### config.mk
export PLATFORM = sky130hd
export DESIGN_NAME = cfm_counter
export DESIGN_NICKNAME = d
export VERILOG_FILES = /design/src/verilog/cfm_pkg.sv /design/src/verilog/cfm_tick_if.sv /design/src/verilog/cfm_tick_gen.sv /design/src/verilog/cfm_counter.sv
export SDC_FILE = /design/constraint.sdc
export NUM_CORES = 1
export LEC_CHECK = 0
export BUFFER_PORTS_ARGS = -buffer_cell sky130_fd_sc_hd__clkbuf_2
export CAP_MARGIN = 10
export CORE_UTILIZATION = 35
export DETAILED_ROUTE_END_ITERATION = 8
export GPL_TIMING_DRIVEN = 0
export HOLD_SLACK_MARGIN = 0.06
export PLACE_DENSITY = 0.59
export REMOVE_ABC_BUFFERS = 1
export SLEW_MARGIN = 10
export SYNTH_ARGS = -nofsm -noshare
export SYNTH_HDL_FRONTEND = slang
export SYNTH_SLANG_ARGS = --single-unit
export TNS_END_PERCENT = 100
### constraint.sdc
create_clock -name ref_clk -period 4.25 [get_ports ref_clk]
set_clock_uncertainty 0.2 [all_clocks]
set_input_delay 0.2125 -clock ref_clk [delete_from_list [all_inputs] [get_ports ref_clk]]
set_output_delay 0.2125 -clock ref_clk [all_outputs]
set_load 0.02 [all_outputs]
### src/verilog/cfm_pkg.sv
// Constants shared by the frequency and pulse-width counter channel
package cfm_pkg;

  // Clock and output pulse timing
  localparam int unsigned CLK_PERIOD_NS  = 5;
  localparam int unsigned OUT_PULSE_NS   = 1740;
  localparam int unsigned OUT_PULSE_CYC  = OUT_PULSE_NS / CLK_PERIOD_NS;
  localparam int unsigned OUT_PULSE_W    = 9;

  // Register byte offsets
  localparam logic [7:0] OFF_CTRL    = 8'h00;
  localparam logic [7:0] OFF_CONST   = 8'h04;
  localparam logic [7:0] OFF_RDBACK  = 8'h08;
  localparam logic [7:0] OFF_TRIG    = 8'h0C;
  localparam logic [7:0] OFF_INT_EN  = 8'h10;
  localparam logic [7:0] OFF_INT_ST  = 8'h14;

  // Control field positions
  localparam int unsigned CTRL_MODE_LSB = 0;
  localparam int unsigned CTRL_OPOL_BIT = 3;
  localparam int unsigned CTRL_GATE_LSB = 4;
  localparam int unsigned CTRL_EVT_LSB  = 6;
  localparam int unsigned CTRL_TRIG_LSB = 8;
  localparam int unsigned CTRL_SEL_LSB  = 10;
  localparam logic [15:0] CTRL_RST      = 16'h0000;
  localparam logic [15:0] CTRL_MASK     = 16'h1FFF;

  // Field codes
  localparam logic [2:0] MODE_FREQ = 3'h4;
  localparam logic [2:0] MODE_PW   = 3'h5;
  localparam logic [2:0] SEL_FREQ  = 3'h7;
  localparam logic [1:0] POL_LOW   = 2'h1;
  localparam logic [1:0] POL_HIGH  = 2'h2;

  // Counting clock dividers for select codes 000..100
  localparam logic [7:0] DIV_SEL0 = 8'h66;
  localparam logic [7:0] DIV_SEL1 = 8'h33;
  localparam logic [7:0] DIV_SEL2 = 8'h1A;
  localparam logic [7:0] DIV_SEL3 = 8'h0D;
  localparam logic [7:0] DIV_SEL4 = 8'h03;

  // Bus responses
  localparam logic [1:0] RESP_OKAY   = 2'h0;
  localparam logic [1:0] RESP_SLVERR = 2'h2;

  typedef enum logic [1:0] {
    ST_IDLE  = 2'b00,
    ST_ARMED = 2'b01,
    ST_COUNT = 2'b10
  } cfm_state_t;

endpackage

### src/verilog/cfm_tick_if.sv
// Counting clock select and tick between channel and divider
`timescale 1ns/1ps
interface cfm_tick_if;
  logic [2:0] sel;
  logic       tick;
  modport gen  (input sel, output tick);
  modport user (output sel, input tick);
endinterface

### src/verilog/cfm_tick_gen.sv
// Counting clock enable divider for pulse-width measurement
`timescale 1ns/1ps
module cfm_tick_gen (
  // Clock and reset
  input  wire logic ref_clk,
  input  wire logic rst,
  // Select and tick
  cfm_tick_if.gen   tk
);

  logic [7:0] div_lim;
  logic       sel_ok;
  logic [7:0] div_q;
  logic       tick_q;

  always_comb begin
    sel_ok  = 1'b1;
    div_lim = cfm_pkg::DIV_SEL0;
    unique case (tk.sel)
      3'h0: div_lim = cfm_pkg::DIV_SEL0;
      3'h1: div_lim = cfm_pkg::DIV_SEL1;
      3'h2: div_lim = cfm_pkg::DIV_SEL2;
      3'h3: div_lim = cfm_pkg::DIV_SEL3;
      3'h4: div_lim = cfm_pkg::DIV_SEL4;
      default: sel_ok = 1'b0;
    endcase
  end

  // Ratios are rounded; the base clock is not an exact multiple
  always_ff @(posedge ref_clk) begin
    if (rst || !sel_ok) begin
      div_q  <= 8'h00;
      tick_q <= 1'b0;
    end else if (div_q >= div_lim - 8'h01) begin
      div_q  <= 8'h00;
      tick_q <= 1'b1;
    end else begin
      div_q  <= div_q + 8'h01;
      tick_q <= 1'b0;
    end
  end

  assign tk.tick = tick_q;

endmodule

### src/verilog/cfm_counter.sv
// Frequency and pulse-width measurement counter channel
`timescale 1ns/1ps
module cfm_counter #(
  parameter int unsigned CNT_W = 28
) (
  // Clock and reset
  input  wire logic        ref_clk,
  input  wire logic        rst,
  // AXI4-Lite write address
  input  wire logic [7:0]  s_axi_awaddr,
  input  wire logic        s_axi_awvalid,
  output logic             s_axi_awready,
  // AXI4-Lite write data
  input  wire logic [31:0] s_axi_wdata,
  input  wire logic [3:0]  s_axi_wstrb,
  input  wire logic        s_axi_wvalid,
  output logic             s_axi_wready,
  // AXI4-Lite write response
  output logic [1:0]       s_axi_bresp,
  output logic             s_axi_bvalid,
  input  wire logic        s_axi_bready,
  // AXI4-Lite read address
  input  wire logic [7:0]  s_axi_araddr,
  input  wire logic        s_axi_arvalid,
  output logic             s_axi_arready,
  // AXI4-Lite read data
  output logic [31:0]      s_axi_rdata,
  output logic [1:0]       s_axi_rresp,
  output logic             s_axi_rvalid,
  input  wire logic        s_axi_rready,
  // Field inputs
  input  wire logic        gate_measure_input,
  input  wire logic        event_signal_input,
  input  wire logic        external_trigger_input,
  // Field output and interrupt
  output logic             counter_out,
  output logic             irq
);

  // Registers
  logic [15:0]          ctrl_q;
  logic [31:0]          const_q;
  logic                 int_en_q;
  logic                 int_st_q;
  logic [CNT_W-1:0]     cnt_q;
  cfm_pkg::cfm_state_t  state_q;
  logic [cfm_pkg::OUT_PULSE_W-1:0] pulse_cnt_q;
  logic                 gate_prev_q;
  logic                 evt_prev_q;
  logic                 trig_prev_q;
  // Bus state
  logic                 aw_have_q;
  logic [7:0]           aw_addr_q;
  logic                 w_have_q;
  logic [31:0]          w_data_q;
  logic [3:0]           w_strb_q;
  logic                 bvalid_q;
  logic [1:0]           bresp_q;
  logic                 rvalid_q;
  logic [31:0]          rdata_q;
  logic [1:0]           rresp_q;
  // Decoded fields
  logic [2:0]           mode;
  logic [2:0]           sel;
  logic [1:0]           gate_pol;
  logic [1:0]           evt_pol;
  logic [1:0]           trig_pol;
  logic                 freq_mode;
  logic                 pw_mode;
  logic                 gate_act;
  logic                 gate_start;
  logic                 gate_end;
  logic                 evt_edge;
  logic                 ext_trig;
  logic                 wr_fire;
  logic                 sw_trig;
  logic                 const_wr;
  logic                 done;
  logic                 cnt_full;
  logic                 cnt_tick;
  logic [31:0]          wmask;
  logic [31:0]          ctrl_new;
  logic [31:0]          const_new;

  cfm_tick_if tk ();
  cfm_tick_gen u_tick (
    .ref_clk (ref_clk),
    .rst     (rst),
    .tk      (tk)
  );

  // Byte lanes of the held write data that software enabled
  assign wmask     = {{8{w_strb_q[3]}}, {8{w_strb_q[2]}},
                      {8{w_strb_q[1]}}, {8{w_strb_q[0]}}};
  assign ctrl_new  = ({16'h0000, ctrl_q} & ~wmask) | (w_data_q & wmask);
  assign const_new = (const_q & ~wmask) | (w_data_q & wmask);

  // Field decode
  assign mode     = ctrl_q[cfm_pkg::CTRL_MODE_LSB +: 3];
  assign sel      = ctrl_q[cfm_pkg::CTRL_SEL_LSB +: 3];
  assign gate_pol = ctrl_q[cfm_pkg::CTRL_GATE_LSB +: 2];
  assign evt_pol  = ctrl_q[cfm_pkg::CTRL_EVT_LSB +: 2];
  assign trig_pol = ctrl_q[cfm_pkg::CTRL_TRIG_LSB +: 2];

  assign freq_mode = (mode == cfm_pkg::MODE_FREQ) &&
                     (sel == cfm_pkg::SEL_FREQ);
  assign pw_mode   = (mode == cfm_pkg::MODE_PW);

  // Gate level qualification, shared by both modes
  always_comb begin
    unique case (gate_pol)
      cfm_pkg::POL_LOW:  gate_act = !gate_measure_input;
      cfm_pkg::POL_HIGH: gate_act = gate_measure_input;
      default:           gate_act = 1'b0;
    endcase
  end

  assign gate_start = gate_act && !gate_prev_q;
  assign gate_end   = !gate_act && gate_prev_q;

  // Event edge that closes a counted pulse of the chosen level
  always_comb begin
    unique case (evt_pol)
      cfm_pkg::POL_LOW:  evt_edge = event_signal_input && !evt_prev_q;
      cfm_pkg::POL_HIGH: evt_edge = !event_signal_input && evt_prev_q;
      default:           evt_edge = 1'b0;
    endcase
  end

  // External trigger edge
  always_comb begin
    unique case (trig_pol)
      cfm_pkg::POL_LOW:
        ext_trig = !external_trigger_input && trig_prev_q;
      cfm_pkg::POL_HIGH:
        ext_trig = external_trigger_input && !trig_prev_q;
      default:
        ext_trig = 1'b0;
    endcase
  end

  always_ff @(posedge ref_clk) begin
    if (rst) begin
      gate_prev_q <= 1'b0;
      evt_prev_q  <= 1'b0;
      trig_prev_q <= 1'b0;
    end else begin
      gate_prev_q <= gate_act;
      evt_prev_q  <= event_signal_input;
      trig_prev_q <= external_trigger_input;
    end
  end

  // Bus write handshake; address and data taken in either order
  assign s_axi_awready = !aw_have_q && !bvalid_q;
  assign s_axi_wready  = !w_have_q && !bvalid_q;
  assign wr_fire       = aw_have_q && w_have_q && !bvalid_q;

  always_ff @(posedge ref_clk) begin
    if (rst) begin
      aw_have_q <= 1'b0;
      aw_addr_q <= 8'h00;
    end else if (s_axi_awvalid && s_axi_awready) begin
      aw_have_q <= 1'b1;
      aw_addr_q <= s_axi_awaddr;
    end else if (wr_fire) begin
      aw_have_q <= 1'b0;
    end
  end

  always_ff @(posedge ref_clk) begin
    if (rst) begin
      w_have_q <= 1'b0;
      w_data_q <= 32'h0000_0000;
      w_strb_q <= 4'h0;
    end else if (s_axi_wvalid && s_axi_wready) begin
      w_have_q <= 1'b1;
      w_data_q <= s_axi_wdata;
      w_strb_q <= s_axi_wstrb;
    end else if (wr_fire) begin
      w_have_q <= 1'b0;
    end
  end

  always_ff @(posedge ref_clk) begin
    if (rst) begin
      bvalid_q <= 1'b0;
      bresp_q  <= cfm_pkg::RESP_OKAY;
    end else if (wr_fire) begin
      bvalid_q <= 1'b1;
      unique case (aw_addr_q)
        cfm_pkg::OFF_CTRL, cfm_pkg::OFF_CONST, cfm_pkg::OFF_RDBACK,
        cfm_pkg::OFF_TRIG, cfm_pkg::OFF_INT_EN, cfm_pkg::OFF_INT_ST:
          bresp_q <= cfm_pkg::RESP_OKAY;
        default:
          bresp_q <= cfm_pkg::RESP_SLVERR;
      endcase
    end else if (s_axi_bready) begin
      bvalid_q <= 1'b0;
    end
  end

  assign s_axi_bvalid = bvalid_q;
  assign s_axi_bresp  = bresp_q;

  assign sw_trig  = wr_fire && (aw_addr_q == cfm_pkg::OFF_TRIG) &&
                    w_strb_q[0] && w_data_q[0];
  assign const_wr = wr_fire && (aw_addr_q == cfm_pkg::OFF_CONST);

  // Writable registers
  always_ff @(posedge ref_clk) begin
    if (rst) begin
      ctrl_q <= cfm_pkg::CTRL_RST;
    end else if (wr_fire && aw_addr_q == cfm_pkg::OFF_CTRL) begin
      ctrl_q <= ctrl_new[15:0] & cfm_pkg::CTRL_MASK;
    end
  end

  always_ff @(posedge ref_clk) begin
    if (rst) begin
      const_q <= 32'h0000_0000;
    end else if (const_wr) begin
      const_q <= const_new;
    end
  end

  always_ff @(posedge ref_clk) begin
    if (rst) begin
      int_en_q <= 1'b0;
    end else if (wr_fire && aw_addr_q == cfm_pkg::OFF_INT_EN &&
                 w_strb_q[0]) begin
      int_en_q <= w_data_q[0];
    end
  end

  // Pending bit: a completion in the clearing cycle survives
  always_ff @(posedge ref_clk) begin
    if (rst) begin
      int_st_q <= 1'b0;
    end else begin
      int_st_q <= (int_st_q &&
                   !(wr_fire && aw_addr_q == cfm_pkg::OFF_INT_ST &&
                     w_strb_q[0] && w_data_q[0])) ||
                  (done && int_en_q);
    end
  end

  assign irq = int_st_q;

  // Measurement sequencing
  assign cnt_full = &cnt_q;
  assign done     = (state_q == cfm_pkg::ST_COUNT) && gate_end;
  assign tk.sel   = sel;
  assign cnt_tick = tk.tick;

  always_ff @(posedge ref_clk) begin
    if (rst || !(freq_mode || pw_mode)) begin
      state_q <= cfm_pkg::ST_IDLE;
    end else if (sw_trig || ext_trig) begin
      state_q <= cfm_pkg::ST_ARMED;
    end else begin
      unique case (state_q)
        cfm_pkg::ST_IDLE:  state_q <= cfm_pkg::ST_IDLE;
        cfm_pkg::ST_ARMED:
          if (gate_start) begin
            state_q <= cfm_pkg::ST_COUNT;
          end
        cfm_pkg::ST_COUNT:
          if (gate_end) begin
            state_q <= cfm_pkg::ST_IDLE;
          end
        default: state_q <= cfm_pkg::ST_IDLE;
      endcase
    end
  end

  // Counter; saturates at all ones to flag overflow
  always_ff @(posedge ref_clk) begin
    if (rst) begin
      cnt_q <= '0;
    end else if (sw_trig || ext_trig) begin
      cnt_q <= '0;
    end else if (const_wr && state_q == cfm_pkg::ST_COUNT) begin
      cnt_q <= const_new[CNT_W-1:0];
    end else if (state_q == cfm_pkg::ST_COUNT && gate_act && !cnt_full) begin
      if (freq_mode && evt_edge) begin
        cnt_q <= cnt_q + 1'b1;
      end else if (pw_mode && cnt_tick) begin
        cnt_q <= cnt_q + 1'b1;
      end
    end
  end

  // Completion pulse on the counter output
  always_ff @(posedge ref_clk) begin
    if (rst) begin
      pulse_cnt_q <= '0;
    end else if (done) begin
      pulse_cnt_q <=
        cfm_pkg::OUT_PULSE_CYC[cfm_pkg::OUT_PULSE_W-1:0];
    end else if (pulse_cnt_q != '0) begin
      pulse_cnt_q <= pulse_cnt_q - 1'b1;
    end
  end

  // Reset leaves the output idle high since bit 3 resets to 0
  always_ff @(posedge ref_clk) begin
    if (rst) begin
      counter_out <= 1'b1;
    end else begin
      counter_out <= (pulse_cnt_q != '0) ==
                     ctrl_q[cfm_pkg::CTRL_OPOL_BIT];
    end
  end

  // Read path, one cycle after the address is taken
  assign s_axi_arready = !rvalid_q;

  always_ff @(posedge ref_clk) begin
    if (rst) begin
      rvalid_q <= 1'b0;
      rdata_q  <= 32'h0000_0000;
      rresp_q  <= cfm_pkg::RESP_OKAY;
    end else if (s_axi_arvalid && s_axi_arready) begin
      rvalid_q <= 1'b1;
      rresp_q  <= cfm_pkg::RESP_OKAY;
      unique case (s_axi_araddr)
        cfm_pkg::OFF_CTRL:   rdata_q <= {16'h0000, ctrl_q};
        cfm_pkg::OFF_CONST:  rdata_q <= const_q;
        cfm_pkg::OFF_RDBACK:
          rdata_q <= {{(32-CNT_W){1'b0}}, cnt_q};
        cfm_pkg::OFF_TRIG:   rdata_q <= 32'h0000_0000;
        cfm_pkg::OFF_INT_EN: rdata_q <= {31'h0000_0000, int_en_q};
        cfm_pkg::OFF_INT_ST: rdata_q <= {31'h0000_0000, int_st_q};
        default: begin
          rdata_q <= 32'h0000_0000;
          rresp_q <= cfm_pkg::RESP_SLVERR;
        end
      endcase
    end else if (s_axi_rready) begin
      rvalid_q <= 1'b0;
    end
  end

  assign s_axi_rvalid = rvalid_q;
  assign s_axi_rdata  = rdata_q;
  assign s_axi_rresp  = rresp_q;

endmodule

==> summary.md, run 1 <==
| Metric | Value |
|---|---|
| DR iter-0 viols | `480` |
| Number of enable flip-flop cells after synthesis | `0` |
| Endpoints failing hold | `0` |
| Finished Cell Area | `10200 um2` |
| Dominant cell type by area after synthesis | `dfxtp_1` |
| DR WL/cell | `15.3 um` |
| Vias in the first global route | `6954` |
| Row cnt | `55` |
| Setup-failing EPs final | `0` |
| Ys flop type | `dfxtp_1` |
| Gr usage total | `18.9%` |
| Initial core utilization | `36.1%` |
| Status | `completed` |
| Post-Synth Simple-Gate Area | `24.1%` |
| Placement Cell Area | `8960 um2` |
| Chip height | `156 um` |
| Largest net degree at the start of global routing | `122` |
| Unrepaired setup endpoints after global routing | `false` |
| Syn Std Cell Area | `8270 um2` |
| TritonCTS sink count | `181` |
| Mapped Cells | `991` |
| Yosys cell types | `58` |
| IO Port Bufs | `102` |
| Highest achievable clock rate | `293 MHz` |
| Largest family of logic cells by synthesized area | `simple AND/OR/NAND/NOR gates` |
| Post-synthesis area per instance | `8.34 um2` |
| CP Cell Sequence | `nor4_1 -> nand2b_1 -> nor4_4 -> nand2_1 -> a211oi_1 -> a211oi_2` |
| Worst Tran Pin Value | `1.22 ns` |
| Yosys warning count | `0` |
| Startpoint types | `flip-flop` |
| Cell Pwr Density | `387 nW/um2` |
| Nets | `1195` |
| Die width | `156 um` |
| Num CTS Buffers | `17` |
| Routed via count | `7416` |
| VDD IR max | `0.268 mV` |
| Drt pass-1 iters | `5` |
| Finished Core Util | `44.6%` |
| FILL cells | `2315` |
| Post-CTS sizing | `0` |
| TritonCTS clock tree | `built` |
| Overflow after GRT | `0` |
| Final wirelength | `22000 um` |
| GP Congestion | `0.797` |
| Post-Synth Adder-Cell Area | `2.42%` |
| CP max stage delay | `0.91 ns` |
| Period minus WS final | `3.41 ns` |
| Hold buffer count at cts | `67` |
| Final Max Tran Viols | `0` |
| Setup crit end kind | `flip-flop` |
| Share of cells above drive strength 1 | `15.2%` |
| WP data required | `4.31 ns` |
| Antenna violations before repair | `0` |
| FF+latch area | `3620 um2` |
| Setup TNS | `0 ns` |
| Clk_lat worst skew | `0.43 ns` |
| Worst-path fanout max | `28` |
| Longest Clk Path Bufs | `2` |
| Vias per cell | `5.14` |
| CP max-delay cell | `nand2_1` |
| Clk slew on worst S/H paths | `0.07 ns` |
| Leak | `3.81 nW` |
| Fin crit share | `80.3%` |
| Post-Synth XOR/XNOR Area | `4.03%` |
| Post-synthesis async set-or-reset flop share | `0%` |
| First-pass GRT wire length | `36200 um` |
| Ant diodes | `0` |
| Core area | `22900 um2` |
| Synthesized flop and latch total | `181` |
| Ports | `105` |
| Compound-gate portion of the synthesized area | `16.7%` |
| Sequential area share after synthesis | `43.8%` |
| Clock Tree Root | `clkbuf_16` |
| Critical path type | `flip-flop to flip-flop` |
| Hpwl dp | `14600 um` |
| HP Class | `input port to flip-flop` |
| DRC viols | `0` |
| Setup bufs post-CTS | `0` |
| H-tree depth | `4` |
| Critical Path AT | `3.48 ns` |
| Placed cells | `1344` |
| Layout Cells excl Fill | `1442` |
| Top cells by area, synth | `dfxtp_1, nand2_1, a21oi_1` |
| Area delta synth->final | `23.7%` |
| Area used by multi-input combinational logic | `4310 um2` |
| Area of the die | `24200 um2` |
| Mux cell area share after synthesis | `4.50%` |
| Max Cap Viol | `0` |
| Top-area cell type share of the netlist area | `43.8%` |
| Post-DRT Antenna Nets | `0` |
| Slew HR | `18.7%` |
routing by layer:
metal,GRT usage (%),vias up,share of wire (%)
met2,29.9,173,45
li1,-,3747,-
met4,6.58,0,1.7
met5,0,-,0
met1,25.9,3472,48
met3,2.92,24,4.6
critical path, delay by kind of cell (launching register included):
family / cells / cell delay (ns)
AND/OR/NAND/NOR: 4 / 2.06
AO/OA/AOI/OAI: 2 / 0.65
flip-flops: 1 / 0.32
cell usage after synthesis (all sizes together), types with 2 or more instances:
library cell and number:
nand2 199, and3 15, xor2 28, buf 20, xnor2 10, nand3 25, dfxtp 181, nor4b 2
nand2b 8, conb 2, or4b 4, inv 15, mux2 17, nor3 34, ha 16, nor2 55
a21oi 118, a222oi 12, a21o 4, clkbuf 47, nand4 20, a211oi 22, a31oi 2, a221oi 17
nor4 9, and4 6, and2 15, o21ai 39, or4 2, nand3b 4, nor2b 10, mux2i 18
a41o 2
cell type report:
type                            instances  share of cell area, %
Multi-Input combinational cell        729                   42.2
Sequential cell                       181                   35.4
Timing Repair Buffer                  173                   12.2
Clock buffer                           19                   4.33
Tap cell                              313                   3.83
Clock inverter                         12                   1.50
Inverter                               15                  0.550
stage by stage:
stage | total power, mW | hold WS, ns | setup slack (ns)
after CTS | 4.00 | 0.0753 | 0.806
after global routing | 4.13 | 0.103 | 0.561
after floorplan | 2.17 | 0.0816 | 1.39
final | 3.96 | 0.0876 | 0.837
after detailed placement | 2.33 | 0.200 | 0.855
after global placement | 2.32 | 0.199 | -0.667
state kept, by name, summed over array words and instances, names as in the netlist, 4 cells and up, named ones only:
register	count
const_q	28
pulse_cnt_q	9
aw_addr_q	8
w_data_q	32
s_axi_rdata	32
cnt_q	28
u_tick.div_q	8
w_strb_q	4
final timing paths:
path	startpoint	cells after the start	end	slack, ns
max reg2reg	aw_addr_q[0]	6	cnt_q[5]	0.84
min reg2reg	s_axi_rdata[7]	2	s_axi_rdata[7]	0.25
min	s_axi_awvalid	4	aw_addr_q[4]	0.09
max	aw_addr_q[0]	6	cnt_q[5]	0.84
where the power goes:
part	switching (mW)	internal, mW
registers	0.0698	1.77
logic	0.273	0.226
clock network	0.679	0.938
cells in the final DEF, fill, tap and decap left out, types with 4 or more instances in the layout:
| master | synthesis | layout |
|---|---|---|
| nand2_1 | 198 | 197 |
| dfxtp_1 | 181 | 181 |
| a21oi_1 | 118 | 118 |
| clkbuf_2 | 0 | 101 |
| dlygate4sd3_1 | 0 | 67 |
| nor2_1 | 55 | 55 |
| nor3_1 | 34 | 33 |
| xor2_1 | 28 | 28 |
| nand3_1 | 24 | 24 |
| o21ai_1 | 21 | 21 |
| nand4_1 | 20 | 20 |
| o21ai_0 | 18 | 18 |
| mux2i_1 | 18 | 18 |
| a211oi_1 | 18 | 18 |
| mux2_2 | 17 | 17 |
| a221oi_1 | 17 | 17 |
| clkbuf_16 | 0 | 17 |
| ha_1 | 16 | 16 |
| inv_1 | 15 | 15 |
| and3_1 | 15 | 15 |
| and2_1 | 15 | 14 |
| a222oi_1 | 12 | 12 |
| xnor2_1 | 10 | 10 |
| nor2b_1 | 10 | 9 |
| nand2b_1 | 8 | 8 |
| and4_1 | 6 | 6 |
| nor4_1 | 5 | 5 |
| nand3b_1 | 4 | 4 |
| a21o_1 | 4 | 4 |
cells by family (layout without fill, tap and decap cells):
| logic type | Yosys count | after routing |
|---|---|---|
| XOR/XNOR | 38 | 38 |
| buffers and inverters | 82 | 219 |
| flip-flops | 181 | 181 |
| multiplexers | 35 | 35 |
| AND/OR/NAND/NOR | 414 | 414 |
| AO/OA/AOI/OAI | 223 | 223 |
| adder cells (fa/ha/maj) | 16 | 16 |
| other | 2 | 3 |
Power figures use the tool's default switching activity.
==> inputs of run 2 (changes only) <==
clock period = 3.5 ns   (was 4.25 ns; I/O delays follow)
==> summary.md, run 2 (same netlist as run 1, synthesis figures left out) <==
| Metric | Value |
|---|---|
| Status | `completed` |
| Drt pass-1 iters | `5` |
| Worst Tran Pin Value | `1.20 ns` |
| Power share of the sequential group | `46.4%` |
| Antenna violations before repair | `0` |
| TritonCTS sink count | `181` |
| Chip height | `156 um` |
| GP Congestion | `0.797` |
| Row cnt | `55` |
| P_int | `3.58 mW` |
| Commonest non-fill, non-tap cell in the layout | `nand2_1` |
| Startpoint types | `flip-flop` |
| Endpoints failing hold | `0` |
| Setup-failing EPs final | `0` |
| Overflow after GRT | `0` |
| Critical path type | `flip-flop to flip-flop` |
| Area of the die | `24200 um2` |
| Share of cells above drive strength 1 | `15.3%` |
| Largest net degree at the start of global routing | `122` |
| Core area | `22900 um2` |
| Die width | `156 um` |
| Leak | `3.86 nW` |
| Area delta synth->final | `25.2%` |
| Longest Clk Path Bufs | `2` |
| Ports | `105` |
| Hold WS | `0.0702 ns` |
| Critical Path AT | `3.35 ns` |
| Clk_lat worst skew | `0.43 ns` |
| WP data required | `3.66 ns` |
| Num CTS Buffers | `17` |
| H-tree depth | `4` |
| Net Sw Power | `1.25 mW` |
| Ant diodes | `0` |
| Hpwl dp | `14600 um` |
| Slew HR | `20.1%` |
| TritonCTS clock tree | `built` |
| Vias in the first global route | `6997` |
| Worst-path fanout max | `10` |
| Most frequent cells in the layout | `nand2_1, dfxtp_1, a21oi_1` |
| HP Class | `input port to flip-flop` |
| DR iter-0 viols | `487` |
| Fin crit share | `91.2%` |
| First-pass GRT wire length | `36400 um` |
| Reg2reg setup slack | `0.31 ns` |
| Initial core utilization | `36.1%` |
| Period minus WS final | `3.19 ns` |
| Cell Pwr Density | `466 nW/um2` |
| Final wirelength | `22100 um` |
| Unrepaired setup endpoints after global routing | `false` |
| Nets | `1207` |
| Setup crit end kind | `flip-flop` |
| Switching portion of total power | `25.9%` |
| Clk slew on worst S/H paths | `0.07 ns` |
| Vias per cell | `5.12` |
| Highest achievable clock rate | `313 MHz` |
| Post-DRT Antenna Nets | `0` |
| Max Cap Viol | `0` |
| Routed via count | `7447` |
| VDD IR max | `0.328 mV` |
| Final Max Tran Viols | `0` |
| DRC viols | `0` |
| DR WL/cell | `15.2 um` |
| Clock Tree Root | `clkbuf_16` |
| Combinational share of power | `12.8%` |
| Gr usage total | `18.9%` |
| IO Port Bufs | `102` |
| Clock network fraction of total power | `40.8%` |
| Setup TNS | `0 ns` |
-- run 2: cell count changes in the layout (fill, tap and decap cells not counted) --
| cell | previous run | this run |
|---|---|---|
| nand2_2 | 2 | 3 |
| nand2_1 | 197 | 196 |
| dfxtp_2 | 0 | 2 |
| dlygate4sd3_1 | 67 | 79 |
| dfxtp_1 | 181 | 179 |
-- run 2: per-layer routing --
layer / share of wire (%) / track usage, % / vias to the layer above / routed length (um)
met4: 1.8 / 6.68 / 0 / 397
met1: 48 / 25.9 / 3482 / 10700
met2: 46 / 30.1 / 172 / 10100
met5: 0 / 0 / - / 0
met3: 4.4 / 3.03 / 26 / 967
li1: - / - / 3767 / -
-- run 2: stage by stage --
stage          std cells  total power, mW  setup WS, ns  util, %  instance area [um2]
6_report            1454             4.83         0.309     45.2                10400
5_1_grt             1454             5.03       0.00694     45.2                10400
3_3_place_gp        1340             2.81         -1.38     38.7                 8870
4_1_cts             1454             4.87        0.0562     45.2                10300
3_5_place_dp        1344             2.83         0.105     39.1                 8960
2_1_floorplan        925             2.63         0.638        -                 7970
-- run 2: power by group through the flow --
stage	sequential [mW]	clock, mW	combinational (mW)
global placement	2.28	0	0.532
global route	2.25	2.09	0.694
floorplan	2.29	0	0.347
finish	2.24	1.97	0.620
CTS	2.24	2.00	0.625
detailed placement	2.28	0	0.548
-- run 2: layout make-up --
| class | count | area (um2) |
|---|---|---|
| clock buffer | 19 | 443 |
| clock inverter | 12 | 154 |
| fill | 2309 | 12600 |
| inverter | 15 | 56.3 |
| multi-input combinational | 729 | 4320 |
| sequential | 181 | 3630 |
| tap | 313 | 392 |
| timing repair buffer | 185 | 1370 |
-- run 2: what timing repair did --
item / in CTS / in global routing
setup endpoints to repair: 0 / 13
resized for setup: 0 / 3
hold buffers: 79 / 0
hold endpoints to repair: 51 / 0
buffers inserted: 0 / 0
-- run 2: final timing paths --
check / end / start / cells after the start
max: u_tick.div_q[7] / flip-flop / 13
min: gate_prev_q / gate_measure_input / 4
max reg2reg: u_tick.div_q[7] / flip-flop / 13
min reg2reg: s_axi_rdata[7] / s_axi_rdata[7] / 2
-- run 2: worst max-delay path: stages (launching register included) --
cell      delay [ns]
dfxtp_1         0.58
nand2b_1        0.24
mux2_2          0.20
ha_1            0.21
inv_1           0.05
o21ai_0         0.15
a21oi_1         0.10
ha_1            0.30
a21o_1          0.18
a21o_1          0.16
a21oi_1         0.12
o21ai_0         0.11
a21o_1          0.30
nor3_1          0.22
==> inputs of run 3 (changes only) <==
MAX_ROUTING_LAYER = met4   (was default)
==> summary.md, run 3 (same netlist as run 1, synthesis figures left out) <==
| Metric | Value |
|---|---|
| Highest achievable clock rate | `313 MHz` |
| Setup-failing EPs final | `0` |
| Max Cap Viol | `0` |
| Drt pass-1 iters | `5` |
| Commonest non-fill, non-tap cell in the layout | `nand2_1` |
| Startpoint types | `flip-flop` |
| Worst Tran Pin Value | `1.21 ns` |
| Area of the die | `24200 um2` |
| Critical Path AT | `3.35 ns` |
| DR WL/cell | `15.2 um` |
| Reg2reg path depth | `13` |
| Reg2reg end | `u_tick.div_q[7]` |
| TritonCTS clock tree | `built` |
| Period minus WS final | `3.19 ns` |
| Reg2reg setup slack | `0.31 ns` |
| Leak | `3.86 nW` |
| WP data required | `3.66 ns` |
| Endpoints failing hold | `0` |
| Overflow after GRT | `0` |
| Clk slew on worst S/H paths | `0.07 ns` |
| H-tree depth | `4` |
| IO Port Bufs | `102` |
| Placed cells | `1344` |
| First-pass GRT wire length | `36400 um` |
| Unrepaired setup endpoints after global routing | `false` |
| Longest Clk Path Bufs | `2` |
| TritonCTS sink count | `181` |
| WHS Endpoint | `gate_prev_q` |
| Cell Pwr Density | `466 nW/um2` |
| Hpwl dp | `14600 um` |
| Chip height | `156 um` |
| Row cnt | `55` |
| Clk_lat worst skew | `0.43 ns` |
| Vias per cell | `5.15` |
| Post-route worst setup slack | `0.310 ns` |
| Ant diodes | `0` |
| GP Congestion | `0.808` |
| Tot Pwr | `4.83 mW` |
| Area delta synth->final | `25.2%` |
| Largest net degree at the start of global routing | `122` |
| Core area | `22900 um2` |
| Die width | `156 um` |
| Routed via count | `7490` |
| Worst-path fanout max | `10` |
| Final Max Tran Viols | `0` |
| Setup bufs post-CTS | `0` |
| HP Class | `input port to flip-flop` |
| Most frequent cells in the layout | `nand2_1, dfxtp_1, a21oi_1` |
| Critical path type | `flip-flop to flip-flop` |
| DP Worst Slack | `0.105 ns` |
| Num CTS Buffers | `17` |
| Layout Cells excl Fill | `1454` |
| Antenna violations before repair | `0` |
| Vias in the first global route | `7002` |
| Ports | `105` |
| DRC viols | `0` |
| Fin crit share | `91.2%` |
| Slew HR | `19.4%` |
| Final wirelength | `22100 um` |
| Post-DRT Antenna Nets | `0` |
| Nets | `1207` |
| Clock Tree Root | `clkbuf_16` |
| Status | `completed` |
| Initial core utilization | `36.1%` |
| VDD IR max | `0.328 mV` |
| DR iter-0 viols | `503` |
| Setup crit end kind | `flip-flop` |
| Share of cells above drive strength 1 | `15.3%` |
| Gr usage total | `19.5%` |
| HP Start | `gate_measure_input` |
| Hold Crit Depth | `4` |
==> run 3: cell counts in the layout (fill, tap and decap cells not counted) <==
No cell type changed its count.
==> run 3: worst max-delay path by stage <==
| stage | startpoint | end | slack [ns] |
|---|---|---|---|
| floorplan | s_axi_bvalid | cnt_q[5] | 0.64 |
| global placement | rst | cnt_q[26] | -1.38 |
| detailed placement | aw_addr_q[0] | cnt_q[5] | 0.10 |
| CTS | aw_addr_q[0] | cnt_q[5] | 0.06 |
| global route | flip-flop | u_tick.div_q[7] | 0.007 |
| finish | flip-flop | u_tick.div_q[7] | 0.31 |
==> run 3: per-stage QoR <==
step	setup TNS (ns)	cell area, um2	hold slack, ns	utilization (%)
final	0	10400	0.0702	45.2
after global routing	0	10400	0.132	45.2
after CTS	0	10300	0.0630	45.2
after detailed placement	0	8960	0.163	39.1
after global placement	-29.52	8870	0.162	38.7
after floorplan	0	7970	0.0441	-
==> run 3: where the power goes <==
group / leakage, nW / switching, mW / internal (mW) / total (mW)
sequential: 1.47 / 0.0851 / 2.15 / 2.24
clock: 0.285 / 0.828 / 1.14 / 1.97
combinational: 2.10 / 0.334 / 0.286 / 0.620
==> run 3: layout make-up <==
cell class	count	area, um2
Multi-Input combinational cell	729	4320
Clock buffer	19	443
Sequential cell	181	3630
Clock inverter	12	154
Fill cell	2309	12600
Tap cell	313	392
Timing Repair Buffer	185	1370
Inverter	15	56.3
==> run 3: layer usage <==
layer  GRT usage, %  wire (um)  vias up
li1               -          -     3767
met1           25.8      10700     3523
met2           30.1      10100      169
met3           3.03        969       31
met4           6.68        426        0
met5              -          0        -
==> run 3: worst max-delay path, cell delays in order, from the launching register on <==
cell and delay [ns]:
dfxtp_1 0.58, nand2b_1 0.24, mux2_2 0.20, ha_1 0.21
inv_1 0.05, o21ai_0 0.15, a21oi_1 0.10, ha_1 0.30
a21o_1 0.18, a21o_1 0.16, a21oi_1 0.12, o21ai_0 0.11
a21o_1 0.30, nor3_1 0.22
==> run 3: timing repair <==
action,4_1_cts,5_1_grt
endpoints found under the hold margin,51,0
hold buffers,79,0
setup endpoints to repair,0,13
gates resized for setup,0,3
